File: src/rtl/pio_line_defs.svh
// Register offsets, reset values and layout constants of the line controller
`ifndef PIO_LINE_DEFS_SVH
`define PIO_LINE_DEFS_SVH
`define LINE_COUNT            32
`define OFF_OWN_CLAIM         8'h00
`define OFF_OWN_RELEASE       8'h04
`define OFF_OWN_STATE         8'h08
`define OFF_DRV_SET           8'h10
`define OFF_DRV_CLEAR         8'h14
`define OFF_DRV_STATE         8'h18
`define OFF_DGL_SET           8'h20
`define OFF_DGL_CLEAR         8'h24
`define OFF_DGL_STATE         8'h28
`define OFF_LVL_SET           8'h30
`define OFF_LVL_CLEAR         8'h34
`define OFF_LVL_STATE         8'h38
`define OFF_PIN_STATE         8'h3C
`define OFF_IRQ_EN_SET        8'h40
`define OFF_IRQ_EN_CLEAR      8'h44
`define OFF_IRQ_MASK          8'h48
`define OFF_CHANGE_FLAGS      8'h4C
`define OFF_FN_ONE_SEL        8'h70
`define OFF_FN_TWO_SEL        8'h74
`define OFF_FN_STATE          8'h78
`define OFF_GATE_SET          8'hA0
`define OFF_GATE_CLEAR        8'hA4
`define OFF_GATE_STATE        8'hA8
`define RST_ZERO              32'h0000_0000
`define AXI_RESP_OKAY         2'b00
`define AXI_RESP_SLVERR       2'b10
`endif

File: src/rtl/pio_line_pkg.sv
// Types shared by the line controller files
package pio_line_pkg;
   typedef struct packed {
      logic [7:0]  addr;
      logic [31:0] data;
   } reg_write_t;
   typedef struct packed {
      logic [31:0] own;
      logic [31:0] drv;
      logic [31:0] dgl;
      logic [31:0] lvl;
      logic [31:0] fn;
   } line_cfg_t;
   typedef enum logic [2:0] {
      WR_IDLE = 3'b001,
      WR_DO   = 3'b010,
      WR_RESP = 3'b100
   } wr_state_t;
endpackage

File: src/rtl/pin_sync.sv
// Two-flop synchroniser for the pin levels
`timescale 1ns/1ps
module pin_sync
   import pio_line_pkg::*;
(
   input  wire logic        aclk,     // System clock
   input  wire logic        aresetn,  // Sync reset, low
   input  wire logic [31:0] async_in, // Raw pin levels
   output logic      [31:0] sync_out  // Synchronised levels
);
   logic [31:0] meta_reg;
   // First stage only feeds the second; no reset, so the levels track the
   // pads through reset and no false change follows its release
   always_ff @(posedge aclk) begin
      meta_reg <= async_in;
      sync_out <= meta_reg;
   end
endmodule // pin_sync

File: src/rtl/change_detect.sv
// Per-line input change flags, cleared as a whole on read
`timescale 1ns/1ps
module change_detect
   import pio_line_pkg::*;
(
   input  wire logic        aclk,      // System clock
   input  wire logic        aresetn,   // Sync reset, low
   input  wire logic [31:0] level,     // Synchronised level
   input  wire logic        read_clr,  // Flags read this cycle
   input  wire logic [31:0] impl_mask, // Implemented lines
   output logic      [31:0] flags      // Sticky change flags
);
   logic [31:0] prev_reg;
   logic        primed_reg;
   // Compare successive samples; a change in the read cycle survives
   genvar i;
   generate
      for (i = 0; i < 32; i++) begin : g_line
         always_ff @(posedge aclk) begin
            if (!aresetn) begin
               flags[i] <= 1'b0;
            end else if (primed_reg && impl_mask[i] && (level[i] != prev_reg[i])) begin
               flags[i] <= 1'b1;
            end else if (read_clr) begin
               flags[i] <= 1'b0;
            end
         end
      end
   endgenerate
   // Previous sample; first one after reset is not a change
   always_ff @(posedge aclk) begin
      if (!aresetn) begin
         prev_reg   <= 32'h0000_0000;
         primed_reg <= 1'b0;
      end else begin
         prev_reg   <= level;
         primed_reg <= 1'b1;
      end
   end
endmodule // change_detect

File: src/rtl/pio_line_ctrl.sv
// AXI4-Lite parallel I/O line controller, per-line set/clear control
//
// Design decisions made here: register access over AXI4-Lite and the placing of the registers.
`timescale 1ns/1ps
`include "pio_line_defs.svh"
// Function
// Claim write one gives controller the line
// Release write one hands line to peripheral
// Ownership state reads one when controller owns
// Ownership reset value is a parameter
// Driver set write one enables output
// Driver clear write one disables output
// Driver state reads one when output enabled
// Deglitch set write one enables filter
// Deglitch clear write one disables filter
// Deglitch state reads filter enables
// Level state directly writable only where gated
// Pin level state shows sampled levels
// Change flags reset zero, still capture changes
// Function select pair has inverted polarity
// Unimplemented lines ignore writes, read zero
// Reading change flags clears them all
// Level set write one drives one
// Status updated before next bus access
module pio_line_ctrl
   import pio_line_pkg::*;
#(
   parameter logic [31:0] OWN_RESET = 32'hFFFF_FFFF, // Product-specific ownership reset
   parameter logic [31:0] IMPL_MASK = 32'hFFFF_FFFF  // Implemented lines
)(
   input  wire logic        aclk,          // System clock
   input  wire logic        aresetn,       // Sync reset, low
   input  wire logic [7:0]  s_axi_awaddr,  // Write address
   input  wire logic        s_axi_awvalid, // Write address valid
   output logic             s_axi_awready, // Write address ready
   input  wire logic [31:0] s_axi_wdata,   // Write data
   input  wire logic [3:0]  s_axi_wstrb,   // Write strobes
   input  wire logic        s_axi_wvalid,  // Write data valid
   output logic             s_axi_wready,  // Write data ready
   output logic [1:0]       s_axi_bresp,   // Write response
   output logic             s_axi_bvalid,  // Write response valid
   input  wire logic        s_axi_bready,  // Write response ready
   input  wire logic [7:0]  s_axi_araddr,  // Read address
   input  wire logic        s_axi_arvalid, // Read address valid
   output logic             s_axi_arready, // Read address ready
   output logic [31:0]      s_axi_rdata,   // Read data
   output logic [1:0]       s_axi_rresp,   // Read response
   output logic             s_axi_rvalid,  // Read response valid
   input  wire logic        s_axi_rready,  // Read response ready
   input  wire logic [31:0] pin_in,        // Pin levels, async
   output logic [31:0]      ctrl_own,      // Controller owns line
   output logic [31:0]      drv_en,        // Output driver enable
   output logic [31:0]      pin_out,       // Level to drive
   output logic [31:0]      pin_oe_n,      // Pad enable, low drives
   output logic [31:0]      dgl_en,        // Glitch filter enable
   output logic [31:0]      fn_two,        // Peripheral two selected
   output logic             irq            // Change interrupt level
);
   logic [31:0] own_reg, drv_reg, dgl_reg, lvl_reg, fn_reg, gate_reg, mask_reg;
   logic [31:0] pin_sync_lvl, chg_flags;
   logic [7:0]  aw_addr_reg;
   logic [31:0] w_data_reg;
   logic        aw_have_reg, w_have_reg, rd_clr;
   wr_state_t   wr_state_reg;
   logic [31:0] wd;
   logic [31:0] rd_next;
   logic        rd_hit;
   line_cfg_t   cfg;

   // Two-flop sampling of the pins
   pin_sync u_sync (
      .aclk     (aclk),
      .aresetn  (aresetn),
      .async_in (pin_in),
      .sync_out (pin_sync_lvl)
   );

   // Change flags; pending changes are cleared when read
   change_detect u_chg (
      .aclk      (aclk),
      .aresetn   (aresetn),
      .level     (pin_sync_lvl),
      .read_clr  (rd_clr),
      .impl_mask (IMPL_MASK),
      .flags     (chg_flags)
   );

   // Write address and data taken in either order
   always_ff @(posedge aclk) begin
      if (!aresetn) begin
         aw_have_reg <= 1'b0;
         w_have_reg  <= 1'b0;
         aw_addr_reg <= 8'h00;
         w_data_reg  <= 32'h0000_0000;
      end else if (wr_state_reg == WR_DO) begin
         aw_have_reg <= 1'b0;
         w_have_reg  <= 1'b0;
      end else begin
         if (s_axi_awvalid && s_axi_awready) begin
            aw_have_reg <= 1'b1;
            aw_addr_reg <= s_axi_awaddr;
         end
         if (s_axi_wvalid && s_axi_wready) begin
            w_have_reg <= 1'b1;
            w_data_reg <= s_axi_wdata;
         end
      end
   end

   // Ready only while the slot is empty and no write is in flight
   always_ff @(posedge aclk) begin
      if (!aresetn) begin
         s_axi_awready <= 1'b0;
         s_axi_wready  <= 1'b0;
      end else begin
         s_axi_awready <= (wr_state_reg == WR_IDLE) && !aw_have_reg &&
                          !(s_axi_awvalid && s_axi_awready);
         s_axi_wready  <= (wr_state_reg == WR_IDLE) && !w_have_reg &&
                          !(s_axi_wvalid && s_axi_wready);
      end
   end

   // Write sequencer: collect, apply, respond
   always_ff @(posedge aclk) begin
      if (!aresetn) begin
         wr_state_reg <= WR_IDLE;
         s_axi_bvalid <= 1'b0;
         s_axi_bresp  <= `AXI_RESP_OKAY;
      end else begin
         case (wr_state_reg)
            WR_IDLE: begin
               if (aw_have_reg && w_have_reg) begin
                  wr_state_reg <= WR_DO;
               end
            end
            WR_DO: begin
               wr_state_reg <= WR_RESP;
               s_axi_bvalid <= 1'b1;
               s_axi_bresp  <= `AXI_RESP_OKAY;
            end
            WR_RESP: begin
               if (s_axi_bready) begin
                  s_axi_bvalid <= 1'b0;
                  wr_state_reg <= WR_IDLE;
               end
            end
            default: wr_state_reg <= WR_IDLE;
         endcase
      end
   end

   // Only implemented lines take effect; strobes ignored, whole-word registers
   assign wd = w_data_reg & IMPL_MASK;

   // Ownership pair
   always_ff @(posedge aclk) begin
      if (!aresetn) begin
         own_reg <= OWN_RESET & IMPL_MASK;
      end else if (wr_state_reg == WR_DO) begin
         if (aw_addr_reg == `OFF_OWN_CLAIM) begin
            own_reg <= own_reg | wd;
         end else if (aw_addr_reg == `OFF_OWN_RELEASE) begin
            own_reg <= own_reg & ~wd;
         end
      end
   end

   // Driver enable pair
   always_ff @(posedge aclk) begin
      if (!aresetn) begin
         drv_reg <= `RST_ZERO;
      end else if (wr_state_reg == WR_DO) begin
         if (aw_addr_reg == `OFF_DRV_SET) begin
            drv_reg <= drv_reg | wd;
         end else if (aw_addr_reg == `OFF_DRV_CLEAR) begin
            drv_reg <= drv_reg & ~wd;
         end
      end
   end

   // Deglitch enable pair
   always_ff @(posedge aclk) begin
      if (!aresetn) begin
         dgl_reg <= `RST_ZERO;
      end else if (wr_state_reg == WR_DO) begin
         if (aw_addr_reg == `OFF_DGL_SET) begin
            dgl_reg <= dgl_reg | wd;
         end else if (aw_addr_reg == `OFF_DGL_CLEAR) begin
            dgl_reg <= dgl_reg & ~wd;
         end
      end
   end

   // Drive level: set, clear, or gated direct write
   always_ff @(posedge aclk) begin
      if (!aresetn) begin
         lvl_reg <= `RST_ZERO;
      end else if (wr_state_reg == WR_DO) begin
         if (aw_addr_reg == `OFF_LVL_SET) begin
            lvl_reg <= lvl_reg | wd;
         end else if (aw_addr_reg == `OFF_LVL_CLEAR) begin
            lvl_reg <= lvl_reg & ~wd;
         end else if (aw_addr_reg == `OFF_LVL_STATE) begin
            lvl_reg <= (lvl_reg & ~gate_reg) | (wd & gate_reg);
         end
      end
   end

   // Direct-write gate and interrupt mask pairs
   always_ff @(posedge aclk) begin
      if (!aresetn) begin
         gate_reg <= `RST_ZERO;
         mask_reg <= `RST_ZERO;
      end else if (wr_state_reg == WR_DO) begin
         if (aw_addr_reg == `OFF_GATE_SET) begin
            gate_reg <= gate_reg | wd;
         end else if (aw_addr_reg == `OFF_GATE_CLEAR) begin
            gate_reg <= gate_reg & ~wd;
         end else if (aw_addr_reg == `OFF_IRQ_EN_SET) begin
            mask_reg <= mask_reg | wd;
         end else if (aw_addr_reg == `OFF_IRQ_EN_CLEAR) begin
            mask_reg <= mask_reg & ~wd;
         end
      end
   end

   // Function select: first register clears, second sets
   always_ff @(posedge aclk) begin
      if (!aresetn) begin
         fn_reg <= `RST_ZERO;
      end else if (wr_state_reg == WR_DO) begin
         if (aw_addr_reg == `OFF_FN_ONE_SEL) begin
            fn_reg <= fn_reg & ~wd;
         end else if (aw_addr_reg == `OFF_FN_TWO_SEL) begin
            fn_reg <= fn_reg | wd;
         end
      end
   end

   assign cfg = '{own: own_reg, drv: drv_reg, dgl: dgl_reg, lvl: lvl_reg, fn: fn_reg};

   // Read mux; status registers read live values
   always_comb begin
      rd_hit  = 1'b1;
      rd_next = 32'h0000_0000;
      case (s_axi_araddr)
         `OFF_OWN_STATE:    rd_next = cfg.own;
         `OFF_DRV_STATE:    rd_next = cfg.drv;
         `OFF_DGL_STATE:    rd_next = cfg.dgl;
         `OFF_LVL_STATE:    rd_next = cfg.lvl;
         `OFF_PIN_STATE:    rd_next = pin_sync_lvl & IMPL_MASK;
         `OFF_IRQ_MASK:     rd_next = mask_reg;
         `OFF_CHANGE_FLAGS: rd_next = chg_flags;
         `OFF_FN_STATE:     rd_next = cfg.fn;
         `OFF_GATE_STATE:   rd_next = gate_reg;
         `OFF_OWN_CLAIM, `OFF_OWN_RELEASE, `OFF_DRV_SET, `OFF_DRV_CLEAR,
         `OFF_DGL_SET, `OFF_DGL_CLEAR, `OFF_LVL_SET, `OFF_LVL_CLEAR,
         `OFF_IRQ_EN_SET, `OFF_IRQ_EN_CLEAR, `OFF_FN_ONE_SEL, `OFF_FN_TWO_SEL,
         `OFF_GATE_SET, `OFF_GATE_CLEAR: rd_next = 32'h0000_0000;
         default:           rd_hit  = 1'b0;
      endcase
   end

   // Read flags clear in the cycle the address is taken
   assign rd_clr = s_axi_arvalid && s_axi_arready &&
                   (s_axi_araddr == `OFF_CHANGE_FLAGS);

   // Read channel, one outstanding; data captured with the address
   always_ff @(posedge aclk) begin
      if (!aresetn) begin
         s_axi_arready <= 1'b0;
         s_axi_rvalid  <= 1'b0;
         s_axi_rdata   <= 32'h0000_0000;
         s_axi_rresp   <= `AXI_RESP_OKAY;
      end else if (s_axi_arvalid && s_axi_arready) begin
         s_axi_arready <= 1'b0;
         s_axi_rvalid  <= 1'b1;
         s_axi_rdata   <= rd_next;
         s_axi_rresp   <= rd_hit ? `AXI_RESP_OKAY : `AXI_RESP_SLVERR;
      end else if (s_axi_rvalid) begin
         if (s_axi_rready) begin
            s_axi_rvalid <= 1'b0;
         end
      end else begin
         s_axi_arready <= (wr_state_reg != WR_DO);
      end
   end

   // Line outputs registered from the control state
   always_ff @(posedge aclk) begin
      if (!aresetn) begin
         ctrl_own <= 32'h0000_0000;
         drv_en   <= 32'h0000_0000;
         pin_out  <= 32'h0000_0000;
         pin_oe_n <= 32'hFFFF_FFFF;
         dgl_en   <= 32'h0000_0000;
         fn_two   <= 32'h0000_0000;
         irq      <= 1'b0;
      end else begin
         ctrl_own <= own_reg;
         drv_en   <= drv_reg;
         pin_out  <= lvl_reg;
         pin_oe_n <= ~(drv_reg & own_reg);
         dgl_en   <= dgl_reg;
         fn_two   <= fn_reg;
         irq      <= |(chg_flags & mask_reg);
      end
   end
endmodule // pio_line_ctrl

File: config.mk
export PLATFORM = sky130hd
export DESIGN_NAME = pio_line_ctrl
export DESIGN_NICKNAME = d
export VERILOG_FILES = /design/src/rtl/pio_line_pkg.sv /design/src/rtl/pin_sync.sv /design/src/rtl/change_detect.sv /design/src/rtl/pio_line_ctrl.sv
export VERILOG_INCLUDE_DIRS = /design/src /design/src/rtl
export SDC_FILE = /design/constraint.sdc
export NUM_CORES = 1
export LEC_CHECK = 0
export BUFFER_PORTS_ARGS = -buffer_cell sky130_fd_sc_hd__buf_4
export CELL_PAD_IN_SITES_DETAIL_PLACEMENT = 1
export CELL_PAD_IN_SITES_GLOBAL_PLACEMENT = 2
export CORE_MARGIN = 8
export CORE_UTILIZATION = 35
export CTS_CLUSTER_DIAMETER = 200
export DETAILED_ROUTE_END_ITERATION = 8
export GPL_TIMING_DRIVEN = 0
export PLACE_DENSITY = 0.77
export SYNTH_ARGS = -nofsm -noshare
export SYNTH_HDL_FRONTEND = slang
export SYNTH_SLANG_ARGS = --single-unit
export TNS_END_PERCENT = 100
File: constraint.sdc
create_clock -name aclk -period 2.6 [get_ports aclk]
set_input_delay 0.52 -clock aclk [delete_from_list [all_inputs] [get_ports aclk]]
set_output_delay 0.52 -clock aclk [all_outputs]
set_load 0.01 [all_outputs]
; Word-level counts from Yosys, hierarchy flattened
; Index checks and enable logic that the tools add are counted.
[totals]
elab_cells = 324
regBits = 630
[op_classes]
n_bitwise = 26
eq_ne = 74
muxes = 60
reduce_logical = 102
[ops]
columns = op, count
row1 = $mux 32, 15
row2 = $and 32x32->32, 11
row3 = $pmux 32 s9, 1
row4 = $or 32x32->32, 8
row5 = $eq 8x6->1 const B, 12
row6 = $not 32->32, 3
row7 = $eq 8x7->1 const B, 11
row8 = $reduce_bool 2->1, 39
row9 = $logic_and 1x1->1, 41
row10 = $eq 8x5->1 const B, 5
row11 = $eq 8x8->1 const B, 5
row12 = $mux 1, 39
row13 = $ne 1x1->1, 32
row14 = $reduce_or 32->1, 1
row15 = $reduce_or 23->1, 1
row16 = $reduce_and 2->1, 10
row17 = $eq 8x3->1 const B, 2
row18 = $logic_not 8->1, 2
row19 = $pmux 3 s3, 1
row20 = $eq 8x4->1 const B, 1
row21 = $mux 3, 2
row22 = $logic_not 1->1, 4
row23 = $not 1->1, 4
row24 = $reduce_and 4->1, 1
row25 = other kinds (10), 11

; Depth between registers and ports, before layout
; Gate-level depths: netlist of run 1.
[logic_depth]
depth_word = 6
depth_mapped = 9

; By module
; Synthesis of run 1 repeated with hierarchy kept, for this count alone.
[unflattened]
cells_unflattened = 2381
area_unflattened_um2 = 22923.2
[by_module_without_submodules]
columns = mod, area_per_inst_um2, cells_each, seq_area_each_um2, instances
row1 = pio_line_ctrl, 19429.9, 2143, 10009.6, 1
row2 = change_detect, 2212.1, 174, 1301.2, 1
row3 = pin_sync, 1281.2, 64, 1281.2, 1

; Worst setup path after synthesis of run 1
; No wires, ideal clock.
[synth_path]
kind = input to register
from = in s_axi_araddr[4]
to = reg s_axi_rdata[30]
cell_stages = 5
setup_slack_ns = 0.362
arrival_time_ns = 2.114
setup_time_ns = 0.124
cell_sequence = buf_2 -> buf_1 -> mux4_2 -> a221oi_1 -> o21ai_0
[synth_via]
elab_chain_cells = 2
[synth_lines]
columns = item, line
row1 = from (decl), pio_line_ctrl.sv:43  ; input wire logic [7:0] s_axi_araddr,
row2 = "$eq 8x8->1, or another cell as far along", pio_line_ctrl.sv:246  ; case (s_axi_araddr)
row3 = $pmux 32 s9 *, pio_line_ctrl.sv:246
row4 = to (signal assigned), pio_line_ctrl.sv:278  ; s_axi_rdata <= rd_next;
row5 = to (decl), pio_line_ctrl.sv:46  ; output logic [31:0] s_axi_rdata,
; Mark *: on every way between the ends. The rest lies on a longest branch, timed or not.
; A chain may end at the register's enable or synchronous reset.

==> flow_metrics.tcl, run 1 <==
set metrics [dict create \
    io_pins 325 \
    synth_area_leader_cell "dfxtp_1" \
    cp.required_ps 3130 \
    post_drt_wl_per_cell_um 27.11 \
    initial_core_util_pct 35.44 \
    drt-total-wl_um 105900 \
    areaGrowthSynthToFinish_pct 27.05 \
    async_flop_share_pct 0 \
    report.final.slew_viol_count 0 \
    synth-seq-area-share_pct 52.72 \
    synthCells 2544 \
    maxCapViolCount 0 \
    fp.dieH_um 277.2 \
    synth_top_area_share_pct 52.72 \
    fmax_ghz 0.3948 \
    die_w_um 277.2 \
    port_buffers 316 \
    synth_enable_flop_cells 0 \
    dr.pass1.iters 5 \
    hp-class "primary input to flip-flop" \
    coreArea_mm2 0.06740 \
    dpl.hpwl_um 82640 \
    cts_tree "built" \
    finalWorstSetupSlack_ps 67.25 \
    status "complete, no violations" \
    synth-seq-cells 629 \
    drive_gt1_share_pct 17.89 \
    drtIter0Drc 1483 \
    tns_ps 0 \
    grt_pass1_wl_um 152800 \
    synth_area_mm2 0.02389 \
    viasPerCell 5.379 \
    synth_flop_cell "dfxtp_1" \
    place_congestion 0.9274 \
    dieArea_mm2 0.07686 \
    numCtsBuffers 73 \
    drt_drc_violations_left 0 \
    ir_drop_uv 802.7 \
    slew_headroom_pct 9.433 \
    cp.arrival_ps 3060 \
    fin_nets 3064 \
    cts_root_buffer "clkbuf_16" \
    fin_skew_ps 35.99 \
    grt_max_degree 15 \
    pre_cts_ws_ps -973.1 \
    worst_pin_slew_ps 1359 \
    whs_ps 35.30 \
    postRouteAntennaNets 0 \
    crit_type "primary input to flip-flop" \
    leakagePower_nw 12.42 \
    cts_buffer_depth 3 \
    syn_area_per_cell_um2 9.389 \
    cellPowerDensity_mw_per_mm2 733.0 \
    grt_pass1_vias 21900 \
    end_kind "flip-flop" \
    cts_htree_levels 3 \
    fin_crit_sh_pct 97.41 \
    cts.sinks 629 \
    clock_latency_ps 630 \
    path_max_fanout 10 \
    vias 21010 \
    yosysWarnings 0 \
    antenna_found_initial 9 \
    grt_overflow 0 \
    synth_cell_type_count 62 \
    clk_pin_slew_ps 60 \
    synthTopCellsByArea "dfxtp_1 53%, nand2_1 7.7%, and2_1 5.0%" \
    rsz0062_at_grt "true" \
    hold_viol 0 \
    fin_crit_ps 2533 \
    setup_violations 0 \
    rows 95 \
    start_kind "primary input" \
    grtUsageTotal_pct 26.58 \
]
routing by layer:
layer	share of wire, %	GRT usage [%]
met5	0.026	0
met4	3.8	10.09
met3	6.7	5.054
met2	47	43.94
met1	43	34.15
critical path, cell delays in order:
cell and delay [ps]:
buf_4 90, clkbuf_1 510, clkbuf_1 670, clkbuf_1 820, o21ai_0 230, a21oi_1 200
layout by cell type, fill, tap and decap left out, drive strengths merged, types with 7 or more instances in the layout:
| cell type | n |
|---|---|
| a21boi | 100 |
| a21oi | 70 |
| a221oi | 7 |
| a22o | 42 |
| a22oi | 97 |
| and2 | 191 |
| buf | 380 |
| bufinv | 8 |
| clkbuf | 253 |
| clkinv | 17 |
| dfxtp | 629 |
| dlygate4sd3 | 32 |
| inv | 45 |
| mux2i | 103 |
| mux4 | 17 |
| nand2 | 487 |
| nand3 | 80 |
| nand4 | 8 |
| nor2 | 90 |
| nor2b | 44 |
| nor3b | 10 |
| o211ai | 59 |
| o21a | 32 |
| o21ai | 56 |
| o21bai | 20 |
| o22ai | 7 |
| o2bb2ai | 14 |
| o311a | 20 |
| o32ai | 10 |
| xor2 | 32 |
through the flow:
stage	area [um^2]	cells	util, %	total power [W]
6_report	30350	3905	45.03	0.02224
5_1_grt	30340	3903	45.02	0.02293
4_1_cts	30270	3899	44.92	0.02240
3_5_place_dp	27370	3736	40.61	0.01159
3_3_place_gp	27360	3735	40.59	0.01156
2_1_floorplan	23890	2546	-	0.01084
Yosys cell counts (33+ instances only):
| cell type | count |
|---|---|
| o211ai_1 | 59 |
| nor2b_1 | 44 |
| nor2_1 | 88 |
| dfxtp_1 | 629 |
| a21oi_1 | 70 |
| clkbuf_1 | 152 |
| and2_1 | 191 |
| nand3_1 | 80 |
| o21ai_0 | 56 |
| a22oi_1 | 97 |
| buf_2 | 33 |
| inv_1 | 41 |
| a21boi_0 | 68 |
| mux2i_1 | 103 |
| nand2_1 | 487 |
| a22o_1 | 42 |
report_power, final:
part,switching [W],total (W),internal (W)
clock network,0.00429,0.0108,0.00651
registers,0.000153,0.00998,0.00983
logic,0.00100,0.00147,0.000469
area by class of cell:
cell class	instances	area, um^2
fillers	7640	37050
inverters	41	153.9
well taps	873	1092
repair buffers	352	2723
diodes	3	7.507
clock buffers	98	2102
flip-flops and latches	629	12590
multi-input cells	1659	10290
plain buffers	217	952.2
clock inverters	33	431.7
worst paths after layout:
| check | endpoint | cells past startpoint | slack (ps) | startpoint |
|---|---|---|---|---|
| worst max-delay path | flip-flop | 6 | 70 | aresetn |
| worst min-delay path | u_chg.primed_reg | 1 | 40 | aresetn |
| worst max register to register | flip-flop | 7 | 70 | aw_addr_reg[0] |
| worst min register to register | u_sync.sync_out[5] | 0 | 320 | u_sync.meta_reg[5] |
cell families after synthesis:
kind of cell           synth area share, %
AND/OR/NAND/NOR                      18.95
flip-flops                           52.72
AO/OA/AOI/OAI                        16.63
buffers and inverters                4.463
multiplexers                         6.060
XOR/XNOR                             1.173
other                              0.01570
repair_timing:
action / 4_1_cts / 5_1_grt
setup endpoints to repair: 143 / 105
setup buffers: 0 / 3
hold buffers: 32 / 0
pin swaps: 0 / 2
gates resized for setup: 17 / 26
endpoints found under the hold margin: 32 / 0
(Power assumes the default switching activity.)
==> run 2: changes to the inputs <==
--- a/config.mk
+++ b/config.mk
@@ -6,7 +6,7 @@
 export SDC_FILE = /design/constraint.sdc
 export NUM_CORES = 1
 export LEC_CHECK = 0
-export BUFFER_PORTS_ARGS = -buffer_cell sky130_fd_sc_hd__buf_4
+export BUFFER_PORTS_ARGS = -buffer_cell sky130_fd_sc_hd__buf_2
 export CELL_PAD_IN_SITES_DETAIL_PLACEMENT = 1
 export CELL_PAD_IN_SITES_GLOBAL_PLACEMENT = 2
 export CORE_MARGIN = 8
==> flow_metrics.tcl, run 2 (synthesis results as in run 1) <==
set metrics [dict create \
    status "complete, no violations" \
    cts_htree_levels 3 \
    numCtsBuffers 71 \
    final_util_pct 44.05 \
    io_pins 325 \
    drt-total-wl_um 105300 \
    fin_crit_ps 2587 \
    postRouteAntennaNets 0 \
    ir_drop_uv 603.0 \
    dpl.hpwl_um 82230 \
    hp-class "primary input to flip-flop" \
    port_buffers 316 \
    fin_crit_sh_pct 99.48 \
    maxCapViolCount 0 \
    place_congestion 0.9489 \
    dieArea_mm2 0.07686 \
    cts_buffer_depth 3 \
    post_drt_wl_per_cell_um 26.96 \
    grt_pass1_vias 21910 \
    vias 21080 \
    p_total_w 0.02284 \
    report.final.slew_viol_count 0 \
    grt_max_degree 16 \
    tns_ps 0 \
    cts.sinks 629 \
    end_kind "flip-flop" \
    setup_violations 0 \
    initial_core_util_pct 35.44 \
    post_dp_cell_area_mm2 0.02658 \
    cp.required_ps 3060 \
    fin_area_mm2 0.02969 \
    clock_latency_ps 630 \
    drtIter0Drc 1533 \
    crit_type "flip-flop to flip-flop" \
    areaGrowthSynthToFinish_pct 24.28 \
    ff2ff_setup_slack_ps 10 \
    cellPowerDensity_mw_per_mm2 769.5 \
    coreArea_mm2 0.06740 \
    dp.cells 3736 \
    cts_root_buffer "clkbuf_16" \
    grt_overflow 0 \
    grtUsageTotal_pct 26.49 \
    fillCellCount 7681 \
    fin_skew_ps 29.82 \
    fp.dieH_um 277.2 \
    slew_headroom_pct 12.08 \
    drt_drc_violations_left 0 \
    clk_pin_slew_ps 60 \
    worst_pin_slew_ps 1314 \
    drive_gt1_share_pct 17.87 \
    path_max_fanout 10 \
    grt_pass1_wl_um 152200 \
    cts_tree "built" \
    cp.arrival_ps 3040 \
    start_kind "flip-flop" \
    die_w_um 277.2 \
    fin_cells 3904 \
    hold_viol 0 \
    dr.pass1.iters 5 \
    mostFrequentLayoutCells "629 x dfxtp_1, 487 x nand2_1, 349 x buf_2" \
    fmax_ghz 0.3866 \
    rows 95 \
    fin_nets 3060 \
    final_common_cell "dfxtp_1" \
    viasPerCell 5.398 \
    leakagePower_nw 12.33 \
    rsz0062_at_grt "true" \
    antenna_found_initial 7 \
]
run 2: cell count changes in the layout (fill, tap and decap cells not counted), moves of 2 or more:
cell and change:
clkbuf_8 -5, clkdlybuf4s18_2 -2, clkdlybuf4s15_2 +2, clkbuf_4 -2, buf_2 +318, bufinv_16 +7
clkinv_8 -3, buf_4 -318, clkbuf_1 -2, clkinvlp_4 +3, clkinv_2 -4
run 2: metrics by stage:
stage               hold WS [ps]  setup WS, ps
global route               31.40        -27.35
finish                     34.14         13.43
global placement           311.4         -1122
CTS                        7.930         3.885
detailed placement         313.5         -1035
floorplan                  309.6         361.7
run 2: critical path: stages (launching register included):
cell and delay [ps]:
dfxtp_1 350, nor3_1 560, nand2b_1 110, clkbuf_1 230, nand2_1 440, buf_1 560
mux2i_1 170
run 2: final timing paths:
check,from,end,depth (start not counted)
max,aw_addr_reg[0],flip-flop,6
min,aresetn,u_chg.primed_reg,1
max reg2reg,aw_addr_reg[0],flip-flop,6
min reg2reg,u_sync.meta_reg[27],u_sync.sync_out[27],0
run 2: layer usage:
layer | vias to the layer above | GRT usage (%) | share of wire, %
met2 | 732 | 44.16 | 47
met5 | - | 0 | 0.036
li1 | 9577 | - | -
met4 | 6 | 10.42 | 3.9
met3 | 211 | 4.683 | 6.4
met1 | 10550 | 33.83 | 43
run 2: area by class of cell:
type                            instances  area [um^2]  area share (%)
Sequential cell                       629        12590           42.42
Clock buffer                           93         2054           6.921
Multi-Input combinational cell       1659        10290           34.65
Tap cell                              873         1092           3.680
Antenna cell                            4        10.01         0.03372
Clock inverter                         38        613.1           2.065
Timing Repair Buffer                  350         1927           6.491
Inverter                               41        153.9          0.5184
Buffer                                217        957.2           3.224
run 2: where the power goes:
group | switching, W | total (W) | internal, W | leakage, nW
clock | 0.00435 | 0.0115 | 0.00710 | 1.29
combinational | 0.000995 | 0.00141 | 0.000414 | 5.91
sequential | 0.000152 | 0.00998 | 0.00983 | 5.13
run 2: what timing repair did:
item	in CTS	in global routing
hold buffers	31	0
pin swaps	0	3
endpoints found under the hold margin	31	0
buffers inserted	0	2
setup endpoints to repair	133	131
resized for setup	16	27
